**src/rtl/tpio_pkg.sv**
```systemverilog
// constants shared by the three-port parallel io block
package tpio_pkg;

	// ----------------------------------------------------------------
	// bus geometry
	// ----------------------------------------------------------------
	localparam int DATA_W = 32;
	localparam int SEL_W = 4;
	localparam int ADR_LSB = 2;
	localparam int IDX_W = 3;
	localparam int REG_W = 8;

	// ----------------------------------------------------------------
	// port widths
	// ----------------------------------------------------------------
	localparam int FIRST_W = 7;
	localparam int SECOND_W = 7;
	localparam int THIRD_W = 2;

	// ----------------------------------------------------------------
	// register indices, byte address is four times the index
	// ----------------------------------------------------------------
	localparam logic [IDX_W-1:0] IDX_FIRST_LATCH = 3'h0;
	localparam logic [IDX_W-1:0] IDX_SECOND_LATCH = 3'h1;
	localparam logic [IDX_W-1:0] IDX_THIRD_LATCH = 3'h2;
	localparam logic [IDX_W-1:0] IDX_UNIMPL = 3'h3;
	localparam logic [IDX_W-1:0] IDX_FIRST_DIR = 3'h4;
	localparam logic [IDX_W-1:0] IDX_SECOND_DIR = 3'h5;
	localparam logic [IDX_W-1:0] IDX_THIRD_DIR = 3'h6;

	// ----------------------------------------------------------------
	// reset and idle values
	// ----------------------------------------------------------------
	localparam logic [FIRST_W-1:0] FIRST_DIR_RST = 7'h00;
	localparam logic [SECOND_W-1:0] SECOND_DIR_RST = 7'h00;
	localparam logic [THIRD_W-1:0] THIRD_DIR_RST = 2'h0;
	localparam logic FAULT_IDLE = 1'b0;
	localparam logic [DATA_W-1:0] READ_ZERO = 32'h0000_0000;

	// ----------------------------------------------------------------
	// third port bit positions feeding the fault lines
	// ----------------------------------------------------------------
	localparam int FAULT_ONE_BIT = 0;
	localparam int FAULT_FOUR_BIT = 1;

endpackage : tpio_pkg

```
**src/rtl/tpio_sync.sv**
```systemverilog
// three-stage pin synchroniser with agreement filter
`timescale 1ns/10ps
module tpio_sync #(
	parameter int WIDTH = 7
) (
	// clock and reset
	input wire logic clk,
	input wire logic rst_n,
	// raw pin level and filtered level
	input wire logic [WIDTH-1:0] pinRaw,
	output logic [WIDTH-1:0] pinLevel
);

	// ----------------------------------------------------------------
	// stages
	// ----------------------------------------------------------------
	logic [WIDTH-1:0] stageOne_ff;
	logic [WIDTH-1:0] stageTwo_ff;
	logic [WIDTH-1:0] stageThree_ff;
	logic [WIDTH-1:0] level_ff;
	logic [WIDTH-1:0] nxt_level;

	// a bit only moves once stages two and three agree
	always_comb begin
		for (int i = 0; i < WIDTH; i++) begin
			if (stageTwo_ff[i] == stageThree_ff[i]) begin
				nxt_level[i] = stageThree_ff[i];
			end else begin
				nxt_level[i] = level_ff[i];
			end
		end
	end

	always_ff @(posedge clk or negedge rst_n) begin
		if (!rst_n) begin
			stageOne_ff <= '0;
			stageTwo_ff <= '0;
			stageThree_ff <= '0;
			level_ff <= '0;
		end else begin
			stageOne_ff <= pinRaw;
			stageTwo_ff <= stageOne_ff;
			stageThree_ff <= stageTwo_ff;
			level_ff <= nxt_level;
		end
	end

	assign pinLevel = level_ff;

endmodule : tpio_sync

```
**src/rtl/tpio_top.sv**
```systemverilog
// three-port parallel io block with classic wishbone register slave
`timescale 1ns/10ps

module tpio_top #(
	parameter int ADR_W = 8
) (
	// clock and reset
	input wire logic clk,
	input wire logic rst_n,
	// wishbone slave
	input wire logic wb_cyc_i,
	input wire logic wb_stb_i,
	input wire logic wb_we_i,
	input wire logic [ADR_W-1:0] wb_adr_i,
	input wire logic [tpio_pkg::SEL_W-1:0] wb_sel_i,
	input wire logic [tpio_pkg::DATA_W-1:0] wb_dat_i,
	output logic [tpio_pkg::DATA_W-1:0] wb_dat_o,
	output logic wb_ack_o,
	// first port pins
	input wire logic [tpio_pkg::FIRST_W-1:0] firstPinIn,
	output logic [tpio_pkg::FIRST_W-1:0] firstPinOut,
	output logic [tpio_pkg::FIRST_W-1:0] firstPinOe,
	// second port pins
	input wire logic [tpio_pkg::SECOND_W-1:0] secondPinIn,
	output logic [tpio_pkg::SECOND_W-1:0] secondPinOut,
	output logic [tpio_pkg::SECOND_W-1:0] secondPinOe,
	// third port pins
	input wire logic [tpio_pkg::THIRD_W-1:0] thirdPinIn,
	output logic [tpio_pkg::THIRD_W-1:0] thirdPinOut,
	output logic [tpio_pkg::THIRD_W-1:0] thirdPinOe,
	// fault lines toward the motor pwm
	output logic motorFaultInputOne,
	output logic motorFaultInputFour
);

	// ----------------------------------------------------------------
	// decode helpers
	// ----------------------------------------------------------------
	// true when the word address hits the given index, upper bits zero
	function automatic logic hitIdx(
		input logic [ADR_W-1:0] adr,
		input logic [tpio_pkg::IDX_W-1:0] idx
	);
		logic [ADR_W-1:0] want;
		want = ADR_W'({idx, {tpio_pkg::ADR_LSB{1'b0}}});
		hitIdx = (adr[ADR_W-1:tpio_pkg::ADR_LSB] == want[ADR_W-1:tpio_pkg::ADR_LSB]);
	endfunction : hitIdx

	// per bit: output bits show the latch, input bits show the pin
	function automatic logic [tpio_pkg::REG_W-1:0] mixRead(
		input logic [tpio_pkg::REG_W-1:0] latch,
		input logic [tpio_pkg::REG_W-1:0] dir,
		input logic [tpio_pkg::REG_W-1:0] pin
	);
		mixRead = (dir & latch) | (~dir & pin);
	endfunction : mixRead

	// ----------------------------------------------------------------
	// storage
	// ----------------------------------------------------------------
	logic [tpio_pkg::FIRST_W-1:0] firstPortLatch_ff;
	logic [tpio_pkg::SECOND_W-1:0] secondPortLatch_ff;
	logic [tpio_pkg::THIRD_W-1:0] thirdPortLatch_ff;
	logic [tpio_pkg::FIRST_W-1:0] firstPortDirection_ff;
	logic [tpio_pkg::SECOND_W-1:0] secondPortDirection_ff;
	logic [tpio_pkg::THIRD_W-1:0] thirdPortDirection_ff;
	logic [tpio_pkg::FIRST_W-1:0] nxt_firstPortLatch;
	logic [tpio_pkg::SECOND_W-1:0] nxt_secondPortLatch;
	logic [tpio_pkg::THIRD_W-1:0] nxt_thirdPortLatch;
	logic [tpio_pkg::FIRST_W-1:0] nxt_firstPortDirection;
	logic [tpio_pkg::SECOND_W-1:0] nxt_secondPortDirection;
	logic [tpio_pkg::THIRD_W-1:0] nxt_thirdPortDirection;

	logic ack_ff;
	logic nxt_ack;
	logic [tpio_pkg::DATA_W-1:0] rdData_ff;
	logic [tpio_pkg::DATA_W-1:0] nxt_rdData;

	logic faultOne_ff;
	logic faultFour_ff;
	logic nxt_faultOne;
	logic nxt_faultFour;

	logic [tpio_pkg::FIRST_W-1:0] firstPinLevel;
	logic [tpio_pkg::SECOND_W-1:0] secondPinLevel;
	logic [tpio_pkg::THIRD_W-1:0] thirdPinLevel;

	logic busReq;
	logic wrCommit;
	logic [tpio_pkg::REG_W-1:0] wrByte;

	// ----------------------------------------------------------------
	// pin synchronisers
	// ----------------------------------------------------------------
	tpio_sync #(
		.WIDTH(tpio_pkg::FIRST_W)
	) u_firstSync (
		.clk(clk),
		.rst_n(rst_n),
		.pinRaw(firstPinIn),
		.pinLevel(firstPinLevel)
	);

	tpio_sync #(
		.WIDTH(tpio_pkg::SECOND_W)
	) u_secondSync (
		.clk(clk),
		.rst_n(rst_n),
		.pinRaw(secondPinIn),
		.pinLevel(secondPinLevel)
	);

	tpio_sync #(
		.WIDTH(tpio_pkg::THIRD_W)
	) u_thirdSync (
		.clk(clk),
		.rst_n(rst_n),
		.pinRaw(thirdPinIn),
		.pinLevel(thirdPinLevel)
	);

	// ----------------------------------------------------------------
	// bus handshake
	// ----------------------------------------------------------------
	// ack one cycle after the request, dropped the cycle after
	assign busReq = wb_cyc_i & wb_stb_i;
	// writes land on the edge at which the master sees ack
	assign wrCommit = busReq & wb_we_i & ack_ff & wb_sel_i[0];
	assign wrByte = wb_dat_i[tpio_pkg::REG_W-1:0];

	always_comb begin
		nxt_ack = busReq & ~ack_ff;
	end

	always_ff @(posedge clk or negedge rst_n) begin
		if (!rst_n) begin
			ack_ff <= 1'b0;
		end else begin
			ack_ff <= nxt_ack;
		end
	end

	// ----------------------------------------------------------------
	// read path
	// ----------------------------------------------------------------
	always_comb begin
		nxt_rdData = tpio_pkg::READ_ZERO;
		if (busReq & ~ack_ff & ~wb_we_i) begin
			if (hitIdx(wb_adr_i, tpio_pkg::IDX_FIRST_LATCH)) begin
				nxt_rdData = tpio_pkg::DATA_W'(mixRead(
					tpio_pkg::REG_W'(firstPortLatch_ff),
					tpio_pkg::REG_W'(firstPortDirection_ff),
					tpio_pkg::REG_W'(firstPinLevel)));
			end else if (hitIdx(wb_adr_i, tpio_pkg::IDX_SECOND_LATCH)) begin
				nxt_rdData = tpio_pkg::DATA_W'(mixRead(
					tpio_pkg::REG_W'(secondPortLatch_ff),
					tpio_pkg::REG_W'(secondPortDirection_ff),
					tpio_pkg::REG_W'(secondPinLevel)));
			end else if (hitIdx(wb_adr_i, tpio_pkg::IDX_THIRD_LATCH)) begin
				nxt_rdData = tpio_pkg::DATA_W'(mixRead(
					tpio_pkg::REG_W'(thirdPortLatch_ff),
					tpio_pkg::REG_W'(thirdPortDirection_ff),
					tpio_pkg::REG_W'(thirdPinLevel)));
			end else if (hitIdx(wb_adr_i, tpio_pkg::IDX_FIRST_DIR)) begin
				nxt_rdData = tpio_pkg::DATA_W'(firstPortDirection_ff);
			end else if (hitIdx(wb_adr_i, tpio_pkg::IDX_SECOND_DIR)) begin
				nxt_rdData = tpio_pkg::DATA_W'(secondPortDirection_ff);
			end else if (hitIdx(wb_adr_i, tpio_pkg::IDX_THIRD_DIR)) begin
				nxt_rdData = tpio_pkg::DATA_W'(thirdPortDirection_ff);
			end else begin
				nxt_rdData = tpio_pkg::READ_ZERO;
			end
		end
	end

	always_ff @(posedge clk or negedge rst_n) begin
		if (!rst_n) begin
			rdData_ff <= tpio_pkg::READ_ZERO;
		end else begin
			rdData_ff <= nxt_rdData;
		end
	end

	// ----------------------------------------------------------------
	// data latches
	// ----------------------------------------------------------------
	// written whatever the direction; the pin readback is untouched
	always_comb begin
		nxt_firstPortLatch = firstPortLatch_ff;
		nxt_secondPortLatch = secondPortLatch_ff;
		nxt_thirdPortLatch = thirdPortLatch_ff;
		if (wrCommit && hitIdx(wb_adr_i, tpio_pkg::IDX_FIRST_LATCH)) begin
			nxt_firstPortLatch = wrByte[tpio_pkg::FIRST_W-1:0];
		end
		if (wrCommit && hitIdx(wb_adr_i, tpio_pkg::IDX_SECOND_LATCH)) begin
			nxt_secondPortLatch = wrByte[tpio_pkg::SECOND_W-1:0];
		end
		if (wrCommit && hitIdx(wb_adr_i, tpio_pkg::IDX_THIRD_LATCH)) begin
			nxt_thirdPortLatch = wrByte[tpio_pkg::THIRD_W-1:0];
		end
	end

	// no reset on purpose: latch contents survive a reset
	always_ff @(posedge clk) begin
		firstPortLatch_ff <= nxt_firstPortLatch;
		secondPortLatch_ff <= nxt_secondPortLatch;
		thirdPortLatch_ff <= nxt_thirdPortLatch;
	end

	// ----------------------------------------------------------------
	// direction registers
	// ----------------------------------------------------------------
	always_comb begin
		nxt_firstPortDirection = firstPortDirection_ff;
		nxt_secondPortDirection = secondPortDirection_ff;
		nxt_thirdPortDirection = thirdPortDirection_ff;
		if (wrCommit && hitIdx(wb_adr_i, tpio_pkg::IDX_FIRST_DIR)) begin
			nxt_firstPortDirection = wrByte[tpio_pkg::FIRST_W-1:0];
		end
		if (wrCommit && hitIdx(wb_adr_i, tpio_pkg::IDX_SECOND_DIR)) begin
			nxt_secondPortDirection = wrByte[tpio_pkg::SECOND_W-1:0];
		end
		if (wrCommit && hitIdx(wb_adr_i, tpio_pkg::IDX_THIRD_DIR)) begin
			nxt_thirdPortDirection = wrByte[tpio_pkg::THIRD_W-1:0];
		end
	end

	always_ff @(posedge clk or negedge rst_n) begin
		if (!rst_n) begin
			firstPortDirection_ff <= tpio_pkg::FIRST_DIR_RST;
			secondPortDirection_ff <= tpio_pkg::SECOND_DIR_RST;
			thirdPortDirection_ff <= tpio_pkg::THIRD_DIR_RST;
		end else begin
			firstPortDirection_ff <= nxt_firstPortDirection;
			secondPortDirection_ff <= nxt_secondPortDirection;
			thirdPortDirection_ff <= nxt_thirdPortDirection;
		end
	end

	// ----------------------------------------------------------------
	// fault mirror on the third port
	// ----------------------------------------------------------------
	// an output pin no longer feeds the pwm, which sees no fault
	always_comb begin
		nxt_faultOne = thirdPinLevel[tpio_pkg::FAULT_ONE_BIT];
		nxt_faultFour = thirdPinLevel[tpio_pkg::FAULT_FOUR_BIT];
		if (thirdPortDirection_ff[tpio_pkg::FAULT_ONE_BIT]) begin
			nxt_faultOne = tpio_pkg::FAULT_IDLE;
		end
		if (thirdPortDirection_ff[tpio_pkg::FAULT_FOUR_BIT]) begin
			nxt_faultFour = tpio_pkg::FAULT_IDLE;
		end
	end

	always_ff @(posedge clk or negedge rst_n) begin
		if (!rst_n) begin
			faultOne_ff <= tpio_pkg::FAULT_IDLE;
			faultFour_ff <= tpio_pkg::FAULT_IDLE;
		end else begin
			faultOne_ff <= nxt_faultOne;
			faultFour_ff <= nxt_faultFour;
		end
	end

	// ----------------------------------------------------------------
	// pin drive
	// ----------------------------------------------------------------
	// pins are driven straight from the latch and direction flops
	genvar gi;
	generate
		for (gi = 0; gi < tpio_pkg::FIRST_W; gi++) begin : g_first
			assign firstPinOut[gi] = firstPortLatch_ff[gi];
			assign firstPinOe[gi] = firstPortDirection_ff[gi];
		end
		for (gi = 0; gi < tpio_pkg::SECOND_W; gi++) begin : g_second
			assign secondPinOut[gi] = secondPortLatch_ff[gi];
			assign secondPinOe[gi] = secondPortDirection_ff[gi];
		end
		for (gi = 0; gi < tpio_pkg::THIRD_W; gi++) begin : g_third
			assign thirdPinOut[gi] = thirdPortLatch_ff[gi];
			assign thirdPinOe[gi] = thirdPortDirection_ff[gi];
		end
	endgenerate

	// ----------------------------------------------------------------
	// remaining outputs
	// ----------------------------------------------------------------
	assign wb_ack_o = ack_ff;
	assign wb_dat_o = rdData_ff;
	assign motorFaultInputOne = faultOne_ff;
	assign motorFaultInputFour = faultFour_ff;

endmodule : tpio_top
```
**config.mk**
```make
export PLATFORM = sky130hd
export DESIGN_NAME = tpio_top
export DESIGN_NICKNAME = d
export VERILOG_FILES = /design/src/rtl/tpio_pkg.sv /design/src/rtl/tpio_sync.sv /design/src/rtl/tpio_top.sv
export SDC_FILE = /design/constraint.sdc
export NUM_CORES = 1
export LEC_CHECK = 0
export BUFFER_PORTS_ARGS = -buffer_cell sky130_fd_sc_hd__buf_2
export CAP_MARGIN = 20
export CORE_ASPECT_RATIO = 0.7
export CORE_MARGIN = 5
export CORE_UTILIZATION = 49
export DETAILED_ROUTE_END_ITERATION = 16
export HOLD_SLACK_MARGIN = 0.05
export PLACE_DENSITY = 0.78
export SETUP_SLACK_MARGIN = 0.4
export SLEW_MARGIN = 30
export SYNTH_ARGS = -nofsm -noshare
export SYNTH_HDL_FRONTEND = slang
export SYNTH_SLANG_ARGS = --single-unit
```
**constraint.sdc**
```tcl
create_clock -name clk -period 2.09 [get_ports clk]
set_clock_uncertainty 0.15 [all_clocks]
set_input_delay 0.1045 -clock clk [delete_from_list [all_inputs] [get_ports clk]]
set_output_delay 0.1045 -clock clk [all_outputs]
set_load 0.02 [all_outputs]
```
==> results of run 1 <==
## what timing repair did
| item | in CTS | in global routing |
|---|---|---|
| hold buffers | 26 | 0 |
| resized for setup | 4 | 1 |
| endpoints found under the setup margin | 21 | 16 |
| endpoints found under the hold margin | 139 | 0 |
| buffers inserted | 0 | 0 |
## where the power goes
group / switching (mW) / internal [mW]
sequential: 0.0414 / 2.18
clock: 0.706 / 0.843
combinational: 0.159 / 0.111
total: 0.906 / 3.13
## area by class of cell
type                       count  area, µm²
clock inverter                 5       37.5
inverter                       3       11.3
timing repair buffer         109        708
sequential                   106       2730
multi-input combinational    139       1020
tap                          101        126
fill                         605       2890
clock buffer                  11        243
## through the flow
stage / std cells / worst slack [ns] / cell area (µm²)
2_1_floorplan: 277 / 0.458 / 3950
3_3_place_gp: 432 / 0.280 / 4320
3_5_place_dp: 432 / 0.265 / 4320
4_1_cts: 474 / 0.432 / 4880
5_1_grt: 474 / 0.364 / 4880
6_report: 474 / 0.435 / 4880
## layout by cell type, fill, tap and decap left out, drive strengths merged, types with 4 or more instances in the layout
master,netlist,routed
dfrtp,90,90
and2,4,4
clkbuf,3,11
nand3b,6,6
buf,26,83
o2111ai,4,4
dlygate4sd3,0,26
o21ai,10,10
nand2,9,9
a21oi,7,7
mux2,19,19
edfxtp,16,16
inv,3,4
nor2,4,4
nand2b,5,5
conb,1,25
maj3,16,16
## layer usage
layer  GRT usage, %  share of wire [%]  vias up
met5              0                  0        -
met4           6.53                1.8        0
met3           6.20                8.9       13
met2           25.3                 46       87
met1           23.1                 43     1177
li1               -                  -     1095
## path summary, 6_finish.rpt
kind                                        startpoint                           to  cells past startpoint
setup reg to reg                              wb_ack_o               secondPinOe[2]                      4
max in group asynchronous                        rst_n  u_secondSync.stageOne_ff[4]                      3
setup / recovery                              wb_stb_i                  wb_dat_o[1]                      5
min in group clk                               wb_we_i                  wb_dat_o[5]                      3
hold / removal                                   rst_n           motorFaultInputOne                      2
hold reg to reg            u_secondSync.stageOne_ff[2]  u_secondSync.stageTwo_ff[2]                      0
## kinds of logic after synthesis
family / share of synthesized area [%]
AOI/OAI and AO/OA: 5.00
adders and majority gates: 4.15
and+or+nand+nor: 8.24
buffers and inverters: 5.58
DFF: 70.9
other: 0.0972
muxes: 6.07
## state kept, by name, summed over array words and instances, names as in the netlist, 2 cells and up
register / flops
u_secondSync.stageOne_ff: 7
u_firstSync.pinLevel: 7
firstPinOut: 7
thirdPinOut: 2
u_thirdSync.pinLevel: 2
firstPinOe: 7
u_firstSync.stageThree_ff: 7
u_thirdSync.stageThree_ff: 2
wb_dat_o: 7
u_secondSync.stageTwo_ff: 7
u_firstSync.stageTwo_ff: 7
u_secondSync.pinLevel: 7
u_firstSync.stageOne_ff: 7
thirdPinOe: 2
secondPinOut: 7
u_thirdSync.stageTwo_ff: 2
secondPinOe: 7
u_thirdSync.stageOne_ff: 2
u_secondSync.stageThree_ff: 7
## critical path, stage by stage
cell and delay, ns:
dlygate4sd3_1 0.52, buf_2 0.10, nand2_1 0.11, or3_1 0.50
a221oi_1 0.38
==> run_results.csv, run 1 <==
group,metric,value,unit
yosys,synth_top_area_cell,"dfrtp_1",
route,route.detailed.drc,0,
placed_design,hpwl,5.52,mm
critical_path,critPathKind,"in -> reg",
sta,finalHoldViolCount,0,
route,routed_wl,7.83,mm
worst_hold_path,hold_class,"in -> async",
critical_path,required,2.15,ns
cts,h-tree-depth,3,
power_and_ir_drop,vdd_drop_max,0.565,mV
yosys,synth_commonest_cells,"90 x dfrtp_1, 25 x buf_4, 17 x mux2_2, 16 x edfxtp_1, 16 x maj3_1",
cts,cts_tree,"done",
sta,fin_crit_sh,79.2,%
yosys,ys.flop_type,"dfrtp_1",
yosys,synth-edff-count,16,
yosys,synth_top_cells_by_area,"dfrtp_1 58%, edfxtp_1 12%, mux2_2 5.0%",
route,viasPerCell,5.00,
floorplanning,die_w,116,µm
power_and_ir_drop,powerDensity,827,nW/µm²
route,wl_per_cell,16.5,µm
run,maxCapViolations,0,
floorplanning,rows,27,
yosys,async_flop_share,84.9,%
global_route,grt_max_degree,45,
final_layout,drive_gt1_share,33.2,%
sta,hold_ws,0.0564,ns
critical_path,r2r_slack,0.45,ns
sta,finalCriticalPeriod,1.66,ns
route,drt_pass1_iterations,4,
global_route,grt_overflow,0,
placed_design,portBuffers,76,
critical_path,arrival,1.72,ns
final_layout,nets,433,
yosys,synthCells,253,
yosys,synth_cell_type_count,40,
power_and_ir_drop,finalPower,4.04,mW
cts,clock_latency,0.35,ns
yosys,yosysSeqAreaShare,70.9,%
outcome,status,"complete, no violations",
sta,slew_viol_final,0,
route,ant_nets,0,
final_layout,post-route-util,62.9,%
route,drtIter0Drc,127,
cts,clock_sinks,106,
floorplanning,start_util,49.6,%
placed_design,gp_congestion,0.901,
global_route,grt_pass1_vias,2386,
critical_path,path_max_fanout,7,
cts,cts-root-buf,"clkbuf_16",
final_layout,antennaDiodeCount,0,
yosys,synth_warnings,0,
global_route,grt_usage,17.0,%
floorplanning,dieArea,9770,µm²
critical_path,crit_path_end_kind,"flop",
power_and_ir_drop,leakage,2.21,nW
sta,setup_tns,0,ns
yosys,synth.avg_cell_area,15.2,µm²
yosys,synth.most_common_cell,"dfrtp_1",
yosys,syn_area,3860,µm²
floorplanning,die_h,84.2,µm
sta,rsz0062_at_grt,"yes",
floorplanning,core,7770,µm²
cts,clk_path_buf_depth,2,
cts,cts.clk_slew.worst_paths,0.06,ns
global_route,antenna_found_initial,0,
global_route,grt_first_pass_wirelength,12.4,mm
final_layout,areaGrowthSynthToFinish,26.6,%
critical_path,crit_path_start_kind,"input port",
route,vias,2372,
yosys,yosys.area.top_type_share,58.4,%
yosys,ys_seq_elements,106,
sta,setup_violations,0,
floorplanning,io_pins,132,
sta,max_freq,0.604,GHz
cts,cts_buffers,9,
Power figures use the tool's default switching activity.
==> run 2: changes to the inputs <==
clock period = 1.6 ns   (was 2.09 ns; I/O delays follow)
==> run_results.csv, run 2 (synthesized netlist as in run 1, its figures left out) <==
group,metric,value,unit
cts,clock_latency,0.34,ns
final_layout,post-route-util,67.0,%
critical_path,arrival,1.59,ns
global_route,grt_pass1_vias,2494,
placed_design,portBuffers,76,
power_and_ir_drop,vdd_drop_max,0.951,mV
sta,max_freq,0.662,GHz
cts,cts_buffers,9,
critical_path,cpPeakStageDelay,0.39,ns
global_route,grt_max_degree,39,
placed_design,hpwl,5.74,mm
sta,finalCriticalPeriod,1.51,ns
floorplanning,rows,27,
floorplanning,io_pins,132,
cts,h-tree-depth,3,
power_and_ir_drop,finalPower,5.44,mW
floorplanning,dieArea,9770,µm²
route,viasPerCell,4.93,
run,maxCapViolations,0,
final_layout,final_cell_mix,"85 x dfrtp_1, 69 x buf_2, 25 x conb_1, 25 x dlygate4sd3_1, 23 x buf_4",
cts,cts_tree,"done",
power_and_ir_drop,leakage,2.34,nW
worst_hold_path,hold_class,"in -> reg",
route,routed_wl,8.03,mm
route,drtIter0Drc,143,
global_route,met1_usage,23.1,%
critical_path,crit_path_cell_trace,"nand3_4 -> nor2_4 -> nand4_4 -> mux2_4",
critical_path,cpMaxStageDelayCell,"dfrtp_2",
route,vias,2421,
final_layout,mostFrequentLayoutCell,"dfrtp_1",
critical_path,required,1.68,ns
floorplanning,start_util,49.6,%
floorplanning,die_w,116,µm
cts,cts-root-buf,"clkbuf_16",
critical_path,critPathKind,"reg -> reg",
global_route,grt_busiest_layer,"met2",
final_layout,antennaDiodeCount,0,
sta,setup_violations,0,
power_and_ir_drop,powerDensity,1040,nW/µm²
global_route,grt_overflow,0,
critical_path,r2r-start,"wb_ack_o",
global_route,grt_usage,17.4,%
cts,hold_buffers,25,
floorplanning,core,7770,µm²
critical_path,path_max_fanout,7,
critical_path,worstSetupStartpoint,"wb_ack_o",
sta,fin_crit_sh,94.4,%
global_route,use_met3,4.83,%
cts,clock_sinks,106,
sta,slew_viol_final,0,
floorplanning,die_h,84.2,µm
final_layout,nets,450,
placed_design,gp_congestion,0.887,
route,drt_pass1_iterations,4,
final_layout,drive_gt1_share,40.5,%
critical_path,crit_path_start_kind,"flop",
route,route.detailed.drc,0,
route,wl_per_cell,16.3,µm
sta,finalHoldViolCount,0,
final_layout,areaGrowthSynthToFinish,35.0,%
critical_path,crit_path_end_kind,"flop",
worst_hold_path,min_from,"wb_we_i",
outcome,status,"complete, no violations",
global_route,use_met2,27.9,%
sta,rsz0062_at_grt,"yes",
global_route,antenna_found_initial,0,
global_route,grt_first_pass_wirelength,12.9,mm
cts,clk_path_buf_depth,2,
route,ant_nets,0,
cts,cts.clk_slew.worst_paths,0.07,ns
-- run 2: changes by cell type in the layout (fill, tap and decap cells not counted), moves of 2 or more --
cell | previous run | this run
buf_2 | 75 | 69
dfrtp_1 | 90 | 85
dfrtp_2 | 0 | 5
a221oi_2 | 0 | 2
a221oi_1 | 2 | 0
a21oi_2 | 0 | 3
buf_12 | 1 | 4
buf_6 | 0 | 5
o311ai_0 | 2 | 0
buf_4 | 7 | 23
a21oi_1 | 7 | 4
clkinvlp_4 | 2 | 0
-- run 2: report_power, final --
group | switching [mW] | internal [mW]
sequential | 0.0539 | 2.85
clock | 0.891 | 1.26
combinational | 0.220 | 0.169
-- run 2: critical path, delay by kind of cell (launching register included) --
kind             cells  cell delay [ns]
and+or+nand+nor      3             0.51
DFF                  1             0.39
muxes                1             0.36
-- run 2: layout make-up --
cell class	count	area (µm²)
sequential	106	2740
fill	560	2560
multi-input combinational	139	1130
timing repair buffer	126	905
clock buffer	12	246
tap	101	126
clock inverter	4	52.6
inverter	3	11.3
-- run 2: final timing paths --
kind | to | depth (start not counted) | slack (ns)
hold / removal | wb_dat_o[2] | 3 | 0.01
max in group asynchronous | u_secondSync.stageOne_ff[6] | 3 | 0.74
setup / recovery | secondPinOe[2] | 4 | 0.09
hold reg to reg | u_secondSync.stageTwo_ff[6] | 0 | 0.20
min in group asynchronous | u_thirdSync.pinLevel[1] | 2 | 0.05
setup reg to reg | secondPinOe[2] | 4 | 0.09
-- run 2: layer usage --
layer	part of all wire (%)	wire length, µm
met1	43	3410
met2	50	4000
met3	6.3	503
met4	1.4	111
met5	0	0
-- run 2: timing repair --
item | 4_1_cts | 5_1_grt
buffers inserted | 3 | 4
pin swaps | 4 | 2
endpoints found under the setup margin | 41 | 48
gates resized for setup | 2 | 18
hold endpoints to repair | 146 | 7
-- run 2: per-stage QoR --
stage / cells / TNS (ns) / instance area [µm²] / setup WS, ns / hold slack [ns]
2_1_floorplan: 277 / 0 / 4060 / 0.164 / -0.366
3_3_place_gp: 443 / -0.0424 / 4540 / -0.0217 / -0.131
3_5_place_dp: 443 / -0.629 / 4540 / -0.0607 / -0.128
4_1_cts: 487 / 0 / 5120 / 0.0690 / -0.00404
5_1_grt: 491 / 0 / 5210 / 0.0560 / 0.0184
6_report: 491 / 0 / 5210 / 0.0901 / 0.0117
==> run 3: changes to the inputs <==
CORE_ASPECT_RATIO = 0.75   (was 0.7)
==> run_results.csv, run 3 (synthesized netlist as in run 1, its figures left out) <==
group,metric,value,unit
route,dr_wl_met3,491,µm
final_layout,nets,458,
sta,finalCriticalPeriod,1.53,ns
critical_path,path_buf_inv,2,
critical_path,cpMaxStageDelayCell,"dfrtp_2",
cts,clk_path_buf_depth,2,
floorplanning,die_h,86.8,µm
critical_path,crit_path_end_kind,"flop",
critical_path,critPathKind,"reg -> reg",
final_layout,antennaDiodeCount,0,
final_layout,mostFrequentLayoutCell,"dfrtp_1",
critical_path,crit_path_cell_trace,"nand3_4 -> nor2_4 -> buf_6 -> buf_6 -> nand2_8 -> mux2_2",
final_layout,drive_gt1_share,42.7,%
outcome,status,"complete, but fails checks",
critical_path,r2r_slack,0.07,ns
floorplanning,io_pins,132,
worst_hold_path,whs_path_depth,3,
floorplanning,die_w,112,µm
critical_path,cp_num_cells,6,
placed_design,gp_congestion,0.903,
worst_hold_path,hold_class,"in -> reg",
floorplanning,core,7780,µm²
route,vias,2445,
global_route,grt_overflow,0,
final_layout,final_cell_mix,"86 x dfrtp_1, 43 x buf_2, 36 x buf_6, 28 x buf_4",
route,wl_met2,4.25,mm
critical_path,path_max_fanout,7,
run,maxCapViolations,0,
placed_design,place_area,4500,µm²
sta,rsz0062_at_grt,"yes",
critical_path,crit_path_start_kind,"flop",
global_route,grt_usage,18.0,%
sta,worst_slack,0.0674,ns
cts,clock_sinks,106,
floorplanning,start_util,49.6,%
worst_hold_path,min_from,"wb_we_i",
route,drtIter0Drc,85,
global_route,antenna_found_initial,0,
critical_path,required,1.71,ns
outcome,failed_checks,"negative hold slack",
power_and_ir_drop,finalPower,5.04,mW
critical_path,cp_common_cell,"buf_6",
critical_path,arrival,1.64,ns
floorplanning,rows,28,
placed_design,portBuffers,76,
cts,hold_buffers,25,
sta,finalHoldViolCount,4,
critical_path,cpPeakStageDelay,0.44,ns
power_and_ir_drop,powerDensity,932,nW/µm²
route,routed_wl,8.38,mm
route,dr.max_layer_used,"met4",
power_and_ir_drop,leakage,2.41,nW
critical_path,crit_family,"flip-flops",
route,met1Wirelength,3.52,mm
cts,cts.clk_slew.worst_paths,0.10,ns
cts,h-tree-depth,3,
route,viasPerCell,4.86,
global_route,grt_pass1_vias,2507,
route,wl_per_cell,16.7,µm
sta,setup_violations,0,
critical_path,r2r-start,"wb_ack_o",
critical_path,rr_endpoint,"firstPinOe[0]",
floorplanning,dieArea,9760,µm²
global_route,grt_max_degree,47,
placed_design,place_ws,-0.0552,ns
final_layout,fin_area,5400,µm²
placed_design,hpwl,5.42,mm
final_layout,areaGrowthSynthToFinish,40.1,%
critical_path,worstSetupStartpoint,"wb_ack_o",
power_and_ir_drop,vdd_drop_max,0.776,mV
critical_path,reg2reg_depth,6,
route,route.detailed.drc,0,
sta,max_freq,0.652,GHz
sta,hold_ws,-0.0190,ns
sta,fin_crit_sh,95.8,%
cts,cts-root-buf,"clkbuf_8",
route,drt_pass1_iterations,4,
cts,cts_buffers,9,
critical_path,cp-endpoint,"firstPinOe[0]",
sta,slew_viol_final,0,
cts,clock_latency,0.38,ns
route,ant_nets,0,
cts,cts_tree,"done",
global_route,grt_first_pass_wirelength,13.0,mm
[run 3: cell types whose count changed in the layout (fill, tap and decap cells not counted), moves of 5 or more]
cell,before,now
mux2_4,1,8
buf_4,23,28
mux2_2,16,10
clkbuf_8,1,11
buf_2,69,43
clkbuf_16,9,0
buf_6,5,36
[run 3: worst min-delay path: cells and delay by family]
kind | cells | cell delay [ns]
and+or+nand+nor | 1 | 0.23
buffers and inverters | 1 | 0.12
AOI/OAI and AO/OA | 1 | 0.04
[run 3: cell type report]
class	instances	area, µm²
Inverter	3	11.3
Clock buffer	11	151
Timing Repair Buffer	134	1120
Sequential cell	106	2740
Multi-Input combinational cell	139	1180
Clock inverter	5	67.6
Tap cell	105	131
Fill cell	539	2370
[run 3: power breakdown]
group / switching [mW] / internal (mW)
Clock: 0.910 / 0.834
Combinational: 0.223 / 0.171
Sequential: 0.0547 / 2.84
[run 3: per-layer routing]
metal  up-vias  GRT usage [%]
met5         -              0
met4         0           6.44
met3        16           5.79
met2        75           28.8
met1      1217           23.3
li1       1137              -
[run 3: metrics by stage]
| stage | setup TNS, ns | instances | utilization, % |
|---|---|---|---|
| floorplan | 0 | 277 | - |
| detailed placement | -0.298 | 445 | 57.9 |
| global route | 0 | 503 | 69.5 |
| CTS | 0 | 499 | 66.7 |
| global placement | -0.100 | 445 | 57.9 |
| finish | 0 | 503 | 69.5 |
[run 3: worst min path at each step]
stage	end	slack, ns
5_1_grt	wb_dat_o[4]	-0.03
3_3_place_gp	u_thirdSync.pinLevel[0]	-0.12
6_report	wb_dat_o[4]	-0.02
3_5_place_dp	u_thirdSync.stageTwo_ff[0]	-0.12
2_1_floorplan	firstPinOe[0]	-0.37
4_1_cts	wb_dat_o[5]	-0.06
[run 3: what timing repair did]
action	CTS	global route
endpoints found under the hold margin	146	36
resized for setup	35	51
setup buffers	13	4
setup endpoints to repair	61	72
pin swaps	7	3
